File: src/rtl/smc_defs.svh
// Purpose: Register map, field positions, reset values and timing counts
// Assumes: Byte addressed word registers on the register bus
// Notes:   Target codes are in 25 mV units; hysteresis code 3 means 0 mV
`ifndef SMC_DEFS_SVH
`define SMC_DEFS_SVH

// ----------------------------------------
// Register offsets
// ----------------------------------------
`define SMC_ADDR_CTRL 5'h00
`define SMC_ADDR_LOOP 5'h04
`define SMC_ADDR_TGT  5'h08
`define SMC_ADDR_VIN  5'h0c
`define SMC_ADDR_STAT 5'h10

// ----------------------------------------
// Field positions
// ----------------------------------------
`define SMC_CTRL_RWP  0
`define SMC_CTRL_SP   1
`define SMC_CTRL_DCMP 2
`define SMC_CTRL_HLO  3
`define SMC_CTRL_HHI  6
`define SMC_LOOP_DTH  0
`define SMC_LOOP_CTH  2
`define SMC_LOOP_DEN  4
`define SMC_LOOP_CEN  5
`define SMC_LOOP_SGN  6
`define SMC_LOOP_ILIM 8
`define SMC_TGT_MAIN  0
`define SMC_TGT_RAD   8
`define SMC_TGT_DISM  16
`define SMC_TGT_DISR  17
`define SMC_ST_STEPUP 0
`define SMC_ST_PULSED 1
`define SMC_ST_BURST  2
`define SMC_ST_ACTIVE 3
`define SMC_ST_BUSYM  4
`define SMC_ST_BUSYR  5
`define SMC_ST_MODE   8
`define SMC_ST_CURM   16
`define SMC_ST_CURR   24

// ----------------------------------------
// Values and counts
// ----------------------------------------
`define SMC_HYST_MAX     3'h6
`define SMC_HYST_LO_RST  3'h3
`define SMC_HYST_HI_RST  3'h6
`define SMC_ILIM_STARTUP 5'h04
`define SMC_TGT_1V8      8'h48
`define SMC_TGT_1V5      8'h3c
`define SMC_DIV_LAST     4'hf

`endif

File: src/rtl/smc_pkg.sv
// Purpose: Types shared by the switcher mode control modules
// Assumes: Host power mode arrives as a 4-bit code
// Notes:   Unknown mode codes are treated as full run
package smc_pkg;

  typedef enum logic [3:0] {
    SMC_PM_RUN       = 4'h0,
    SMC_PM_WAIT      = 4'h1,
    SMC_PM_STOP      = 4'h2,
    SMC_PM_VL_RUN    = 4'h3,
    SMC_PM_VL_WAIT   = 4'h4,
    SMC_PM_VL_STOP   = 4'h5,
    SMC_PM_LL_STOP   = 4'h6,
    SMC_PM_VLL_STOP  = 4'h7,
    SMC_PM_DEEP_STOP = 4'h8
  } smc_pmode_e;

  typedef enum logic [1:0] {
    SMC_RS_CONT   = 2'b00,
    SMC_RS_PULSED = 2'b01,
    SMC_RS_OFF    = 2'b10
  } smc_style_e;

  typedef struct packed {
    logic        ack;
    logic [31:0] rdata;
    logic        strap_done;
    logic        stepup;
    logic        sel_rw;
    logic        sel_s;
    logic        df_cmp;
    logic [2:0]  hyst_lo;
    logic [2:0]  hyst_hi;
    logic [1:0]  df_thr;
    logic [1:0]  cm_thr;
    logic        df_en;
    logic        cm_en;
    logic        sign;
    logic [4:0]  ilim;
    logic [7:0]  tgt_main;
    logic [7:0]  tgt_radio;
    logic        dis_main;
    logic        dis_radio;
    logic [9:0]  vin;
    smc_pmode_e  mode_prev;
    logic        sel_lat;
    smc_style_e  style;
    logic [3:0]  div;
    logic        tick;
  } smc_top_s;

  typedef struct packed {
    logic [7:0] level;
  } smc_step_s;

  typedef struct packed {
    logic burst;
  } smc_burst_s;

endpackage

File: src/rtl/smc_top.sv
// Purpose: Regulation style, hysteresis, stepping and loop settings of a
//          dual-output switching supply, with an Avalon-MM register slave
// Assumes: CLOCK is the converter reference clock; host mode is synchronous
// Notes:   The step-up strap is caught once after reset release
`timescale 1ns/1ps
`default_nettype none
`include "smc_defs.svh"

// How it works
// Topology fixed until next power-up strap
// Continuous style keeps PWM always running
// Pulsed: burst below low, stop high
// Run, wait, stop use continuous only
// Very-low-power modes follow software selection
// Leakage stops force pulsed regulation
// Deepest stop: converter off, bypass only
// Hysteresis offsets -75..+75 mV, 25 mV
// Software avoids both offsets zero
// Startup loop hysteresis settings by software
// Step-up starts small limit; software writes 0x12
// Software enables differential comparators first
// Software disables stepping before pulsed
// Stepping moves targets 25 mV per step
// Pulsed only below 0.5 mA load
// Software rewrites input voltage when changed
// Regulation attempted at any input level
// Reset defaults 1.8/1.5 or 1.8/1.8
// Switching tick is reference divided 16
// Style selection applies at mode entry
module smc_top
  import smc_pkg::*;
(
  input  wire logic        CLOCK,
  input  wire logic        SRST,
  input  wire logic [4:0]  AVS_ADDRESS,
  input  wire logic        AVS_READ,
  input  wire logic        AVS_WRITE,
  input  wire logic [31:0] AVS_WRITEDATA,
  input  wire logic [3:0]  AVS_BYTEENABLE,
  output logic      [31:0] AVS_READDATA,
  output logic             AVS_WAITREQUEST,
  input  wire logic [3:0]  POWER_MODE,
  input  wire logic        STRAP_STEPUP,
  input  wire logic        MAIN_BELOW_LOW,
  input  wire logic        MAIN_ABOVE_HIGH,
  output logic             PWM_ENABLE,
  output logic             PWM_TICK,
  output logic             PULSED_MODE,
  output logic             CONVERTER_ACTIVE,
  output logic             BYPASS_REQUIRED,
  output logic             STEPUP_MODE,
  output logic      [7:0]  MAIN_TARGET,
  output logic      [7:0]  RADIO_TARGET,
  output logic      [2:0]  HYST_LOW_OFFSET,
  output logic      [2:0]  HYST_HIGH_OFFSET,
  output logic             DIFF_CMP_SELECT,
  output logic      [1:0]  DIFF_HYST_THRESHOLD,
  output logic      [1:0]  COMMON_HYST_THRESHOLD,
  output logic             DIFF_HYST_ENABLE,
  output logic             COMMON_HYST_ENABLE,
  output logic             HYST_SIGN,
  output logic      [4:0]  CURRENT_LIMIT,
  output logic      [9:0]  INPUT_VOLTAGE
);

  smc_top_s   s_q;
  smc_top_s   s_d;
  smc_pmode_e pm;
  logic       req;
  logic       pm_rw;
  logic       prev_rw;
  logic       entry_rw;
  logic       entry_s;
  logic       burst;
  logic       busy_m;
  logic       busy_r;
  logic [7:0] rad_default;
  logic [31:0] bmask;
  logic [31:0] w_ctrl;
  logic [31:0] w_loop;
  logic [31:0] w_tgt;
  logic [31:0] w_vin;
  logic [31:0] w_stat;
  logic [31:0] rd_mux;
  logic [31:0] m_ctrl;
  logic [31:0] m_loop;
  logic [31:0] m_tgt;
  logic [31:0] m_vin;

  function automatic logic [2:0] sat_hyst(input logic [2:0] v);
    sat_hyst = (v > `SMC_HYST_MAX) ? `SMC_HYST_MAX : v;
  endfunction

  // ----------------------------------------
  // Register words
  // ----------------------------------------
  assign pm       = smc_pmode_e'(POWER_MODE);
  assign req      = AVS_READ | AVS_WRITE;
  assign bmask    = {{8{AVS_BYTEENABLE[3]}}, {8{AVS_BYTEENABLE[2]}},
                     {8{AVS_BYTEENABLE[1]}}, {8{AVS_BYTEENABLE[0]}}};
  assign w_ctrl   = {23'h0, s_q.hyst_hi, s_q.hyst_lo, s_q.df_cmp, s_q.sel_s, s_q.sel_rw};
  assign w_loop   = {19'h0, s_q.ilim, 1'b0, s_q.sign, s_q.cm_en, s_q.df_en,
                     s_q.cm_thr, s_q.df_thr};
  assign w_tgt    = {14'h0, s_q.dis_radio, s_q.dis_main, s_q.tgt_radio, s_q.tgt_main};
  assign w_vin    = {22'h0, s_q.vin};
  assign w_stat   = {RADIO_TARGET, MAIN_TARGET, 4'h0, s_q.mode_prev, 2'b00, busy_r,
                     busy_m, CONVERTER_ACTIVE, burst, PULSED_MODE, s_q.stepup};
  assign m_ctrl   = (w_ctrl & ~bmask) | (AVS_WRITEDATA & bmask);
  assign m_loop   = (w_loop & ~bmask) | (AVS_WRITEDATA & bmask);
  assign m_tgt    = (w_tgt & ~bmask) | (AVS_WRITEDATA & bmask);
  assign m_vin    = (w_vin & ~bmask) | (AVS_WRITEDATA & bmask);

  always_comb
  begin
    case (AVS_ADDRESS)
      `SMC_ADDR_CTRL: rd_mux = w_ctrl;
      `SMC_ADDR_LOOP: rd_mux = w_loop;
      `SMC_ADDR_TGT:  rd_mux = w_tgt;
      `SMC_ADDR_VIN:  rd_mux = w_vin;
      `SMC_ADDR_STAT: rd_mux = w_stat;
      default:        rd_mux = 32'h0;
    endcase
  end

  // ----------------------------------------
  // Mode tracking
  // ----------------------------------------
  assign pm_rw       = (pm == SMC_PM_VL_RUN) || (pm == SMC_PM_VL_WAIT);
  assign prev_rw     = (s_q.mode_prev == SMC_PM_VL_RUN) || (s_q.mode_prev == SMC_PM_VL_WAIT);
  assign entry_rw    = pm_rw && !prev_rw;
  assign entry_s     = (pm == SMC_PM_VL_STOP) && (s_q.mode_prev != SMC_PM_VL_STOP);
  assign rad_default = STRAP_STEPUP ? `SMC_TGT_1V8 : `SMC_TGT_1V5;

  always_comb
  begin
    s_d       = s_q;
    s_d.ack   = req && !s_q.ack;
    s_d.div   = s_q.div + 4'h1;
    // Divide by 16
    s_d.tick  = (s_q.div == `SMC_DIV_LAST);
    s_d.mode_prev = pm;
    if (AVS_READ && !s_q.ack)
      s_d.rdata = rd_mux;
    // Strap caught once
    if (!s_q.strap_done)
    begin
      s_d.strap_done = 1'b1;
      s_d.stepup     = STRAP_STEPUP;
      // Power-up defaults
      s_d.tgt_main   = `SMC_TGT_1V8;
      s_d.tgt_radio  = rad_default;
    end
    else if (AVS_WRITE && s_q.ack)
    begin
      case (AVS_ADDRESS)
        `SMC_ADDR_CTRL:
        begin
          s_d.sel_rw  = m_ctrl[`SMC_CTRL_RWP];
          s_d.sel_s   = m_ctrl[`SMC_CTRL_SP];
          s_d.df_cmp  = m_ctrl[`SMC_CTRL_DCMP];
          // Offset range clamp
          s_d.hyst_lo = sat_hyst(m_ctrl[`SMC_CTRL_HLO +: 3]);
          s_d.hyst_hi = sat_hyst(m_ctrl[`SMC_CTRL_HHI +: 3]);
        end
        `SMC_ADDR_LOOP:
        begin
          s_d.df_thr = m_loop[`SMC_LOOP_DTH +: 2];
          s_d.cm_thr = m_loop[`SMC_LOOP_CTH +: 2];
          s_d.df_en  = m_loop[`SMC_LOOP_DEN];
          s_d.cm_en  = m_loop[`SMC_LOOP_CEN];
          s_d.sign   = m_loop[`SMC_LOOP_SGN];
          // Limit programmable after startup
          s_d.ilim   = m_loop[`SMC_LOOP_ILIM +: 5];
        end
        `SMC_ADDR_TGT:
        begin
          s_d.tgt_main  = m_tgt[`SMC_TGT_MAIN +: 8];
          s_d.tgt_radio = m_tgt[`SMC_TGT_RAD +: 8];
          s_d.dis_main  = m_tgt[`SMC_TGT_DISM];
          s_d.dis_radio = m_tgt[`SMC_TGT_DISR];
        end
        `SMC_ADDR_VIN: s_d.vin = m_vin[9:0];
        default:       s_d.vin = s_q.vin;
      endcase
    end
    // Selection latched on entry
    if (entry_rw)
      s_d.sel_lat = s_q.sel_rw;
    else if (entry_s)
      s_d.sel_lat = s_q.sel_s;
    // Input value never gates regulation
    case (pm)
      // Full power modes
      SMC_PM_RUN, SMC_PM_WAIT, SMC_PM_STOP:
        s_d.style = SMC_RS_CONT;
      // Software selected style
      SMC_PM_VL_RUN, SMC_PM_VL_WAIT:
        s_d.style = (entry_rw ? s_q.sel_rw : s_q.sel_lat) ? SMC_RS_PULSED : SMC_RS_CONT;
      SMC_PM_VL_STOP:
        s_d.style = (entry_s ? s_q.sel_s : s_q.sel_lat) ? SMC_RS_PULSED : SMC_RS_CONT;
      // Leakage stops
      SMC_PM_LL_STOP, SMC_PM_VLL_STOP:
        s_d.style = SMC_RS_PULSED;
      // Converter off
      SMC_PM_DEEP_STOP:
        s_d.style = SMC_RS_OFF;
      default:
        s_d.style = SMC_RS_CONT;
    endcase
  end

  always_ff @(posedge CLOCK)
  begin
    if (SRST)
    begin
      s_q         <= '0;
      s_q.hyst_lo <= `SMC_HYST_LO_RST;
      s_q.hyst_hi <= `SMC_HYST_HI_RST;
      // Small startup limit
      s_q.ilim    <= `SMC_ILIM_STARTUP;
    end
    else
      s_q <= s_d;
  end

  // ----------------------------------------
  // Rail stepping and bursts
  // ----------------------------------------
  smc_rail_stepper #(
    .RESET_LEVEL (`SMC_TGT_1V8)
  ) u_step_main (
    .clk      (CLOCK),
    .srst     (SRST),
    .load     (!s_q.strap_done),
    .load_val (`SMC_TGT_1V8),
    .target   (s_q.tgt_main),
    .step_dis (s_q.dis_main),
    .tick     (s_q.tick),
    .level    (MAIN_TARGET),
    .busy     (busy_m)
  );

  smc_rail_stepper #(
    .RESET_LEVEL (`SMC_TGT_1V5)
  ) u_step_radio (
    .clk      (CLOCK),
    .srst     (SRST),
    .load     (!s_q.strap_done),
    .load_val (rad_default),
    .target   (s_q.tgt_radio),
    .step_dis (s_q.dis_radio),
    .tick     (s_q.tick),
    .level    (RADIO_TARGET),
    .busy     (busy_r)
  );

  smc_burst_ctrl u_burst (
    .clk        (CLOCK),
    .srst       (SRST),
    .enable     (s_q.style == SMC_RS_PULSED),
    .below_low  (MAIN_BELOW_LOW),
    .above_high (MAIN_ABOVE_HIGH),
    .burst      (burst)
  );

  // ----------------------------------------
  // Outputs
  // ----------------------------------------
  assign AVS_READDATA    = s_q.rdata;
  assign AVS_WAITREQUEST = req && !s_q.ack;
  // Continuous keeps PWM on; pulsed follows burst
  assign PWM_ENABLE      = (s_q.style == SMC_RS_CONT) ||
                           ((s_q.style == SMC_RS_PULSED) && burst);
  assign PWM_TICK        = s_q.tick;
  assign PULSED_MODE     = (s_q.style == SMC_RS_PULSED);
  assign CONVERTER_ACTIVE = (s_q.style != SMC_RS_OFF);
  assign BYPASS_REQUIRED = (s_q.style == SMC_RS_OFF);
  assign STEPUP_MODE     = s_q.stepup;
  assign HYST_LOW_OFFSET = s_q.hyst_lo;
  assign HYST_HIGH_OFFSET = s_q.hyst_hi;
  assign DIFF_CMP_SELECT = s_q.df_cmp;
  assign DIFF_HYST_THRESHOLD   = s_q.df_thr;
  assign COMMON_HYST_THRESHOLD = s_q.cm_thr;
  assign DIFF_HYST_ENABLE      = s_q.df_en;
  assign COMMON_HYST_ENABLE    = s_q.cm_en;
  assign HYST_SIGN       = s_q.sign;
  assign CURRENT_LIMIT   = s_q.ilim;
  assign INPUT_VOLTAGE   = s_q.vin;
endmodule

`default_nettype wire

File: src/rtl/smc_rail_stepper.sv
// Purpose: Ramps one rail's applied target toward the written target
// Assumes: tick is a one-cycle pulse at the switching rate
// Notes:   One step equals one 25 mV code
`timescale 1ns/1ps
`default_nettype none

module smc_rail_stepper
  import smc_pkg::*;
#(
  parameter logic [7:0] RESET_LEVEL = 8'h00
)
(
  input  wire logic       clk,
  input  wire logic       srst,
  input  wire logic       load,
  input  wire logic [7:0] load_val,
  input  wire logic [7:0] target,
  input  wire logic       step_dis,
  input  wire logic       tick,
  output logic      [7:0] level,
  output logic            busy
);

  smc_step_s s_q;
  smc_step_s s_d;

  // Stepped approach
  always_comb
  begin
    s_d = s_q;
    if (load)
      s_d.level = load_val;
    else if (step_dis)
      s_d.level = target;
    else if (tick && (s_q.level < target))
      s_d.level = s_q.level + 8'h01;
    else if (tick && (s_q.level > target))
      s_d.level = s_q.level - 8'h01;
  end

  always_ff @(posedge clk)
  begin
    if (srst)
      s_q.level <= RESET_LEVEL;
    else
      s_q <= s_d;
  end

  assign level = s_q.level;
  assign busy  = (s_q.level != target);
endmodule

`default_nettype wire

File: src/rtl/smc_burst_ctrl.sv
// Purpose: Starts and stops PWM bursts in pulsed regulation
// Assumes: Threshold comparators are synchronous levels
// Notes:   Reaching the upper threshold wins over the lower one
`timescale 1ns/1ps
`default_nettype none

module smc_burst_ctrl
  import smc_pkg::*;
(
  input  wire logic clk,
  input  wire logic srst,
  input  wire logic enable,
  input  wire logic below_low,
  input  wire logic above_high,
  output logic      burst
);

  smc_burst_s s_q;
  smc_burst_s s_d;

  // Burst hysteresis
  always_comb
  begin
    s_d = s_q;
    if (!enable || above_high)
      s_d.burst = 1'b0;
    else if (below_low)
      s_d.burst = 1'b1;
  end

  always_ff @(posedge clk)
  begin
    if (srst)
      s_q <= '0;
    else
      s_q <= s_d;
  end

  assign burst = s_q.burst;
endmodule

`default_nettype wire

File: config.mk
export PLATFORM = sky130hd
export DESIGN_NAME = smc_top
export DESIGN_NICKNAME = d
export VERILOG_FILES = /design/src/rtl/smc_pkg.sv /design/src/rtl/smc_top.sv /design/src/rtl/smc_rail_stepper.sv /design/src/rtl/smc_burst_ctrl.sv
export VERILOG_INCLUDE_DIRS = /design/src /design/src/rtl
export SDC_FILE = /design/constraint.sdc
export NUM_CORES = 1
export LEC_CHECK = 0
export BUFFER_PORTS_ARGS = -buffer_cell sky130_fd_sc_hd__buf_4
export CORE_MARGIN = 1
export CORE_UTILIZATION = 40
export DETAILED_ROUTE_END_ITERATION = 6
export GPL_TIMING_DRIVEN = 0
export MAX_ROUTING_LAYER = met4
export SLEW_MARGIN = 10
export SYNTH_ARGS = -nofsm -noshare
export SYNTH_HDL_FRONTEND = slang
export SYNTH_SLANG_ARGS = --single-unit
File: constraint.sdc
create_clock -name CLOCK -period 4.37 [get_ports CLOCK]
set_input_delay 0.2185 -clock CLOCK [delete_from_list [all_inputs] [get_ports CLOCK]]
set_output_delay 0.2185 -clock CLOCK [all_outputs]
set_load 0.03 [all_outputs]
# Word level (Yosys, flattened, before mapping)
# Cells that the tools add are included.
[totals]
ff_bits = 113
latchBits = 0
mem_bits_rw = 0
mem_bits_ro = 0
input_bits = 52
word_cells = 125
memories = 0
[classes]
addsub = 5
multipliers = 0
n_div = 0
order_cmp = 6
n_eq_ne = 22
shifts = 0
n_mux = 21
bitwise = 12
reduce_logical = 30
[ops]
columns = ["op", "count"]
rows = [
  ["$pmux W32 S5", 1],
  ["$mux W8", 7],
  ["$and A18 B18 Y18", 2],
  ["$mux W27", 1],
  ["$eq A4 B3 Y1 const B", 5],
  ["$not A18 Y18", 1],
  ["$or A18 B18 Y18", 1],
  ["$mux W17", 1],
  ["$add A8 B1 Y8 const B", 2],
  ["$gt A8 B8 Y1", 2],
  ["$lt A8 B8 Y1", 2],
  ["$ne A8 B8 Y1", 2],
  ["$sub A8 B1 Y8 const B", 2],
  ["$mux W15", 1],
  ["$and A13 B13 Y13", 1],
  ["$or A13 B13 Y13", 1],
  ["$reduce_and A3 Y1", 4],
  ["$and A10 B10 Y10", 1],
  ["$eq A5 B4 Y1 const B", 2],
  ["$logic_and A1 B1 Y1", 10],
  ["$mux W10", 1],
  ["$or A10 B10 Y10", 1],
  ["$and A9 B9 Y9", 1],
  ["$or A9 B9 Y9", 1],
  ["other kinds (25)", 43],
]

# Depth between registers and ports, before layout
[logic_depth]
word_depth = 7
ltp_mapped = 15

# By module
# From an unflattened synthesis, not the netlist that was laid out.
[hier_totals]
hier_cells = 721
hier_area_um2 = 6429.9
[by_module_without_submodules]
columns = ["module", "n_inst", "cells_each", "area_per_inst_um2", "seq_area_each_um2"]
rows = [
  ["smc_top", 1, 483, 4418.0, 1921.8],
  ["smc_rail_stepper (u_step_radio)", 1, 118, 1007.2, 160.2],
  ["smc_rail_stepper (u_step_main)", 1, 117, 965.9, 160.2],
  ["smc_burst_ctrl", 1, 3, 38.8, 20.0],
]

# Worst setup path after synthesis
# Ideal clock, no wire load.
[synth_path]
path_kind = "reg2reg"
from = "reg, netlist name u_step_radio.level[1]"
to = "reg, netlist name u_step_radio.level[7]"
setup_ps = 88
arrival_time_ps = 3433
t_required_ps = 4282
path_slack_ps = 848
stages_incl_launch_ff = 14
period_less_slack_ps = 3522
path_cell_list = "dfxtp_1 > ha_1 > nor2b_4 > o211ai_2 > a21oi_2 > or4_4 > ha_1 > a21oi_1 > nor2b_1 > a311oi_1 > a21oi_1 > xnor2_1 > mux2_2 > o32ai_2"
[synth_between]
elab_chain_cells = 5
word_cells_on_any_way = 11
cone_classes = "add/sub (2); order compare (2); eq/ne (1); mux (4); reduce/logical (2)"
[synth_lines]
columns = ["item", "line_no", "text"]
rows = [
  ["$sub A8 B1 Y8 / $lt A8 B8 Y1 (equally long branches)", "smc_rail_stepper.sv:38, smc_rail_stepper.sv:35", ""],
  ["$mux W8 / $logic_and A1 B1 Y1 (equally long branches)", "smc_rail_stepper.sv:37, smc_rail_stepper.sv:35", ""],
  ["$mux W8", "smc_rail_stepper.sv:35", "else if (tick && (s_q.level < target))"],
  ["$mux W8", "smc_rail_stepper.sv:33", "else if (step_dis)"],
  ["$mux W8", "smc_rail_stepper.sv:31", "if (load)"],
]
# Parallel ways exist; a longest one is shown, timed or not. The select of a mux whose other input is x is not followed.
# A chain may end at the register's enable or synchronous reset.

# Final worst setup path
[layout_path]
from = "reg, netlist name u_step_radio.level[1]"
to = "reg, netlist name u_step_radio.level[7]"
[layout_between]
elab_chain_cells = 5
word_cells_on_any_way = 11
cone_classes = "add/sub (2); order compare (2); eq/ne (1); mux (4); reduce/logical (2)"
[layout_lines]
columns = ["item", "line_no"]
rows = [
  ["$sub A8 B1 Y8 / $lt A8 B8 Y1 (equally long branches)", "smc_rail_stepper.sv:38, smc_rail_stepper.sv:35"],
  ["$mux W8 / $logic_and A1 B1 Y1 (equally long branches)", "smc_rail_stepper.sv:37, smc_rail_stepper.sv:35"],
  ["$mux W8", "smc_rail_stepper.sv:35"],
  ["$mux W8", "smc_rail_stepper.sv:33"],
  ["$mux W8", "smc_rail_stepper.sv:31"],
]
# Parallel ways exist; a longest one is shown, timed or not. The select of a mux whose other input is x is not followed.

==> impl_metrics.tcl <==
set metrics [dict create \
    path_clk_slew_ns 0.05 \
    portBuffers 119 \
    die_y_um 125 \
    crit_arrival_ns 3.97 \
    rsz0062_at_grt "no" \
    layout-drive-gt1-share 0.277 \
    diodes 0 \
    power_leakage_uw 0.00334 \
    clock_power_share 0.519 \
    antenna_found_initial 0 \
    post-route-period-util 0.833 \
    firstDrtPassIters 7 \
    setup_tns_ns 0 \
    cts_sinks 113 \
    internal_power_uw 2040 \
    swShare 0.229 \
    clockBufferDepth 2 \
    slew_viol_final 0 \
    ant_nets 0 \
    die_x_um 125 \
    row_count 44 \
    holdCritPathClass "in -> reg" \
    synth_cells 703 \
    ys_ff_latch 113 \
    finalCriticalPeriod_ns 3.64 \
    cts_tree "done" \
    grt_pass1_wl_um 28200 \
    die-area_sq_um 15600 \
    worst_setup_path_end_kind "register" \
    synth-edff-count 0 \
    track_usage 0.243 \
    grt_max_degree 17 \
    gp_congestion 0.876 \
    drt-wirelength-per-cell_um 17.3 \
    tightest_slew_ns 0.757 \
    drt_iter0_markers 491 \
    finalHoldViolations 0 \
    clock.fmax_mhz 275 \
    power_density_nw_per_um2 342 \
    via_per_inst 5.33 \
    ys.flop_type "dfxtp_1" \
    ys_warn_count 0 \
    violations "DRC" \
    avgSynthCellArea_sq_um 8.59 \
    overflow 0 \
    ios 136 \
    comb_power_share 0.078 \
    syn_nets 787 \
    grt_pass1_vias 5283 \
    totalWireLength_um 17900 \
    critPathRequiredTime_ns 4.70 \
    initial_utilization 0.413 \
    critPathKind "reg -> reg" \
    async_flop_share 0 \
    yosysSeqAreaShare 0.374 \
    max_slew_margin 0.495 \
    vias 5524 \
    outcome "finished with violations" \
    syn2layout_area_growth_pct 28.5 \
    dpl.hpwl_um 13700 \
    power_uw 2650 \
    path_max_fanout 10 \
    final_nets 926 \
    vdd_drop_max_mv 0.255 \
    yosys.cell_types.count 61 \
    cts_root_buffer "clkbuf_16" \
    htree_levels 4 \
    netlist_area_sq_um 6040 \
    core_sq_um 14600 \
    cts_made_buffers 17 \
    setup_viol 0 \
    p_switching_uw 607 \
    fin_skew_ns 0.00542 \
    crit_path_start_kind "register" \
    drv_cap 0 \
    clk_latency_ns 0.42 \
    drt_drc_violations_left 20 \
    seq_power_share 0.402 \
]
-- path summary, 6_finish.rpt --
kind	from	end	slack, ns	cells after the start
min reg2reg	s_q[1]	s_q[1]	0.45	1
max	u_step_radio.level[1]	u_step_radio.level[7]	0.73	13
max reg2reg	u_step_radio.level[1]	u_step_radio.level[7]	0.73	13
min	AVS_WRITEDATA[10]	register	0.04	3
-- kinds of logic after synthesis --
logic type / count (synthesis) / synth area share
fa+ha+maj: 32 / 0.0688
simple gates: 228 / 0.179
buf+inv: 117 / 0.111
mux: 48 / 0.0810
flops: 113 / 0.374
xor+xnor: 15 / 0.0217
compound gates: 150 / 0.164
-- power by group through the flow --
stage               combinational [uW]  sequential (uW)  clock (uW)
floorplan                          111             1090           0
global placement                   200             1090           0
detailed placement                 205             1090           0
CTS                                207             1070        1400
global route                       225             1070        1450
finish                             208             1070        1380
-- critical path, stage by stage, from the launching register on --
cell and delay [ns]:
dfxtp_1 0.48, ha_1 0.30, nor2b_4 0.13, o211ai_2 0.14, a21oi_2 0.08, or4_4 0.57, ha_1 0.37, a21oi_1 0.14
nor2b_1 0.06, a311oi_1 0.40, a21oi_1 0.16, xnor2_1 0.17, mux2_2 0.36, o32ai_2 0.18
-- final cells by class --
cell class / instances / area, sq um
tap: 184 / 230
sequential: 113 / 2260
clock buffer: 25 / 515
timing repair buffer: 120 / 903
multi-input combinational: 473 / 3110
clock inverter: 5 / 75.1
buffer: 91 / 574
inverter: 26 / 97.6
fill: 1412 / 6880
-- through the flow --
step	hold WS [ns]	worst slack [ns]	util	instances	cell area, sq um
2_1_floorplan	0.298	0.848	-	703	6040
3_3_place_gp	0.385	0.823	0.489	1006	7170
3_5_place_dp	0.390	0.744	0.489	1006	7170
4_1_cts	0.0327	0.719	0.530	1037	7770
5_1_grt	0.0382	0.489	0.530	1037	7770
6_report	0.0398	0.731	0.530	1037	7770
-- routing by layer --
layer	track usage	vias to the layer above	wire, um
li1	-	2700	-
met1	0.315	2576	8320
met2	0.367	212	7890
met3	0.0503	36	1210
met4	0.105	0	477
met5	-	-	0
-- cell usage in the layout, fill, tap and decap left out, types with 5 or more instances in the layout --
cell type and instances:
a22oi_1 13, xnor2_1 12, buf_2 9, nor2b_1 13, a221oi_1 7, mux2i_1 41, a21oi_1 69, clkbuf_8 6
clkbuf_16 17, clkbuf_1 23, ha_1 30, nor2_1 90, mux2_2 5, nand2_1 50, nand2b_1 6, nand4_1 5
a222oi_1 11, nand3_1 30, inv_1 25, buf_4 178, a21o_1 5, and3_1 8, dfxtp_1 113, o211ai_1 5
a211oi_1 7, o21ai_0 15
-- cell usage after synthesis, types with 2 or more instances --
library cell  count  area share
nand3_1          30       0.025
dfxtp_1         113        0.37
a222oi_1         11       0.018
and4_1            2      0.0029
or2_2             2      0.0021
nand4_1           5      0.0052
a22oi_1          13       0.016
nor4b_1           2      0.0029
and2_1            2      0.0021
mux2i_1          41       0.068
o21bai_1          3      0.0037
xor2_1            3      0.0043
a221oi_1          7       0.010
mux2_1            2      0.0037
mux2_2            5      0.0093
clkbuf_1         21       0.013
nor2_2            2      0.0021
ha_1             30       0.062
nor2_1           90       0.056
and3_1            8      0.0083
a21oi_1          69       0.057
nor3b_1           2      0.0025
fa_1              2      0.0066
nor3_1            3      0.0025
xnor2_1          12       0.017
o211ai_1          5      0.0062
nand2_1          50       0.031
nand3b_1          2      0.0025
nor2b_1          13       0.013
inv_1            25       0.016
buf_4            59       0.073
o22ai_1           2      0.0021
nand2b_1          6      0.0062
buf_2             9      0.0075
buf_1             2      0.0012
o21ai_0          15       0.012
a21o_1            5      0.0062
a211oi_1          7      0.0087
-- timing repair --
item / 4_1_cts / 5_1_grt
gates resized for setup: 0 / 0
endpoints found under the hold margin: 1 / 0
buffers inserted: 0 / 0
hold buffers: 1 / 0
No activity file was read; power rests on OpenSTA's default activity.
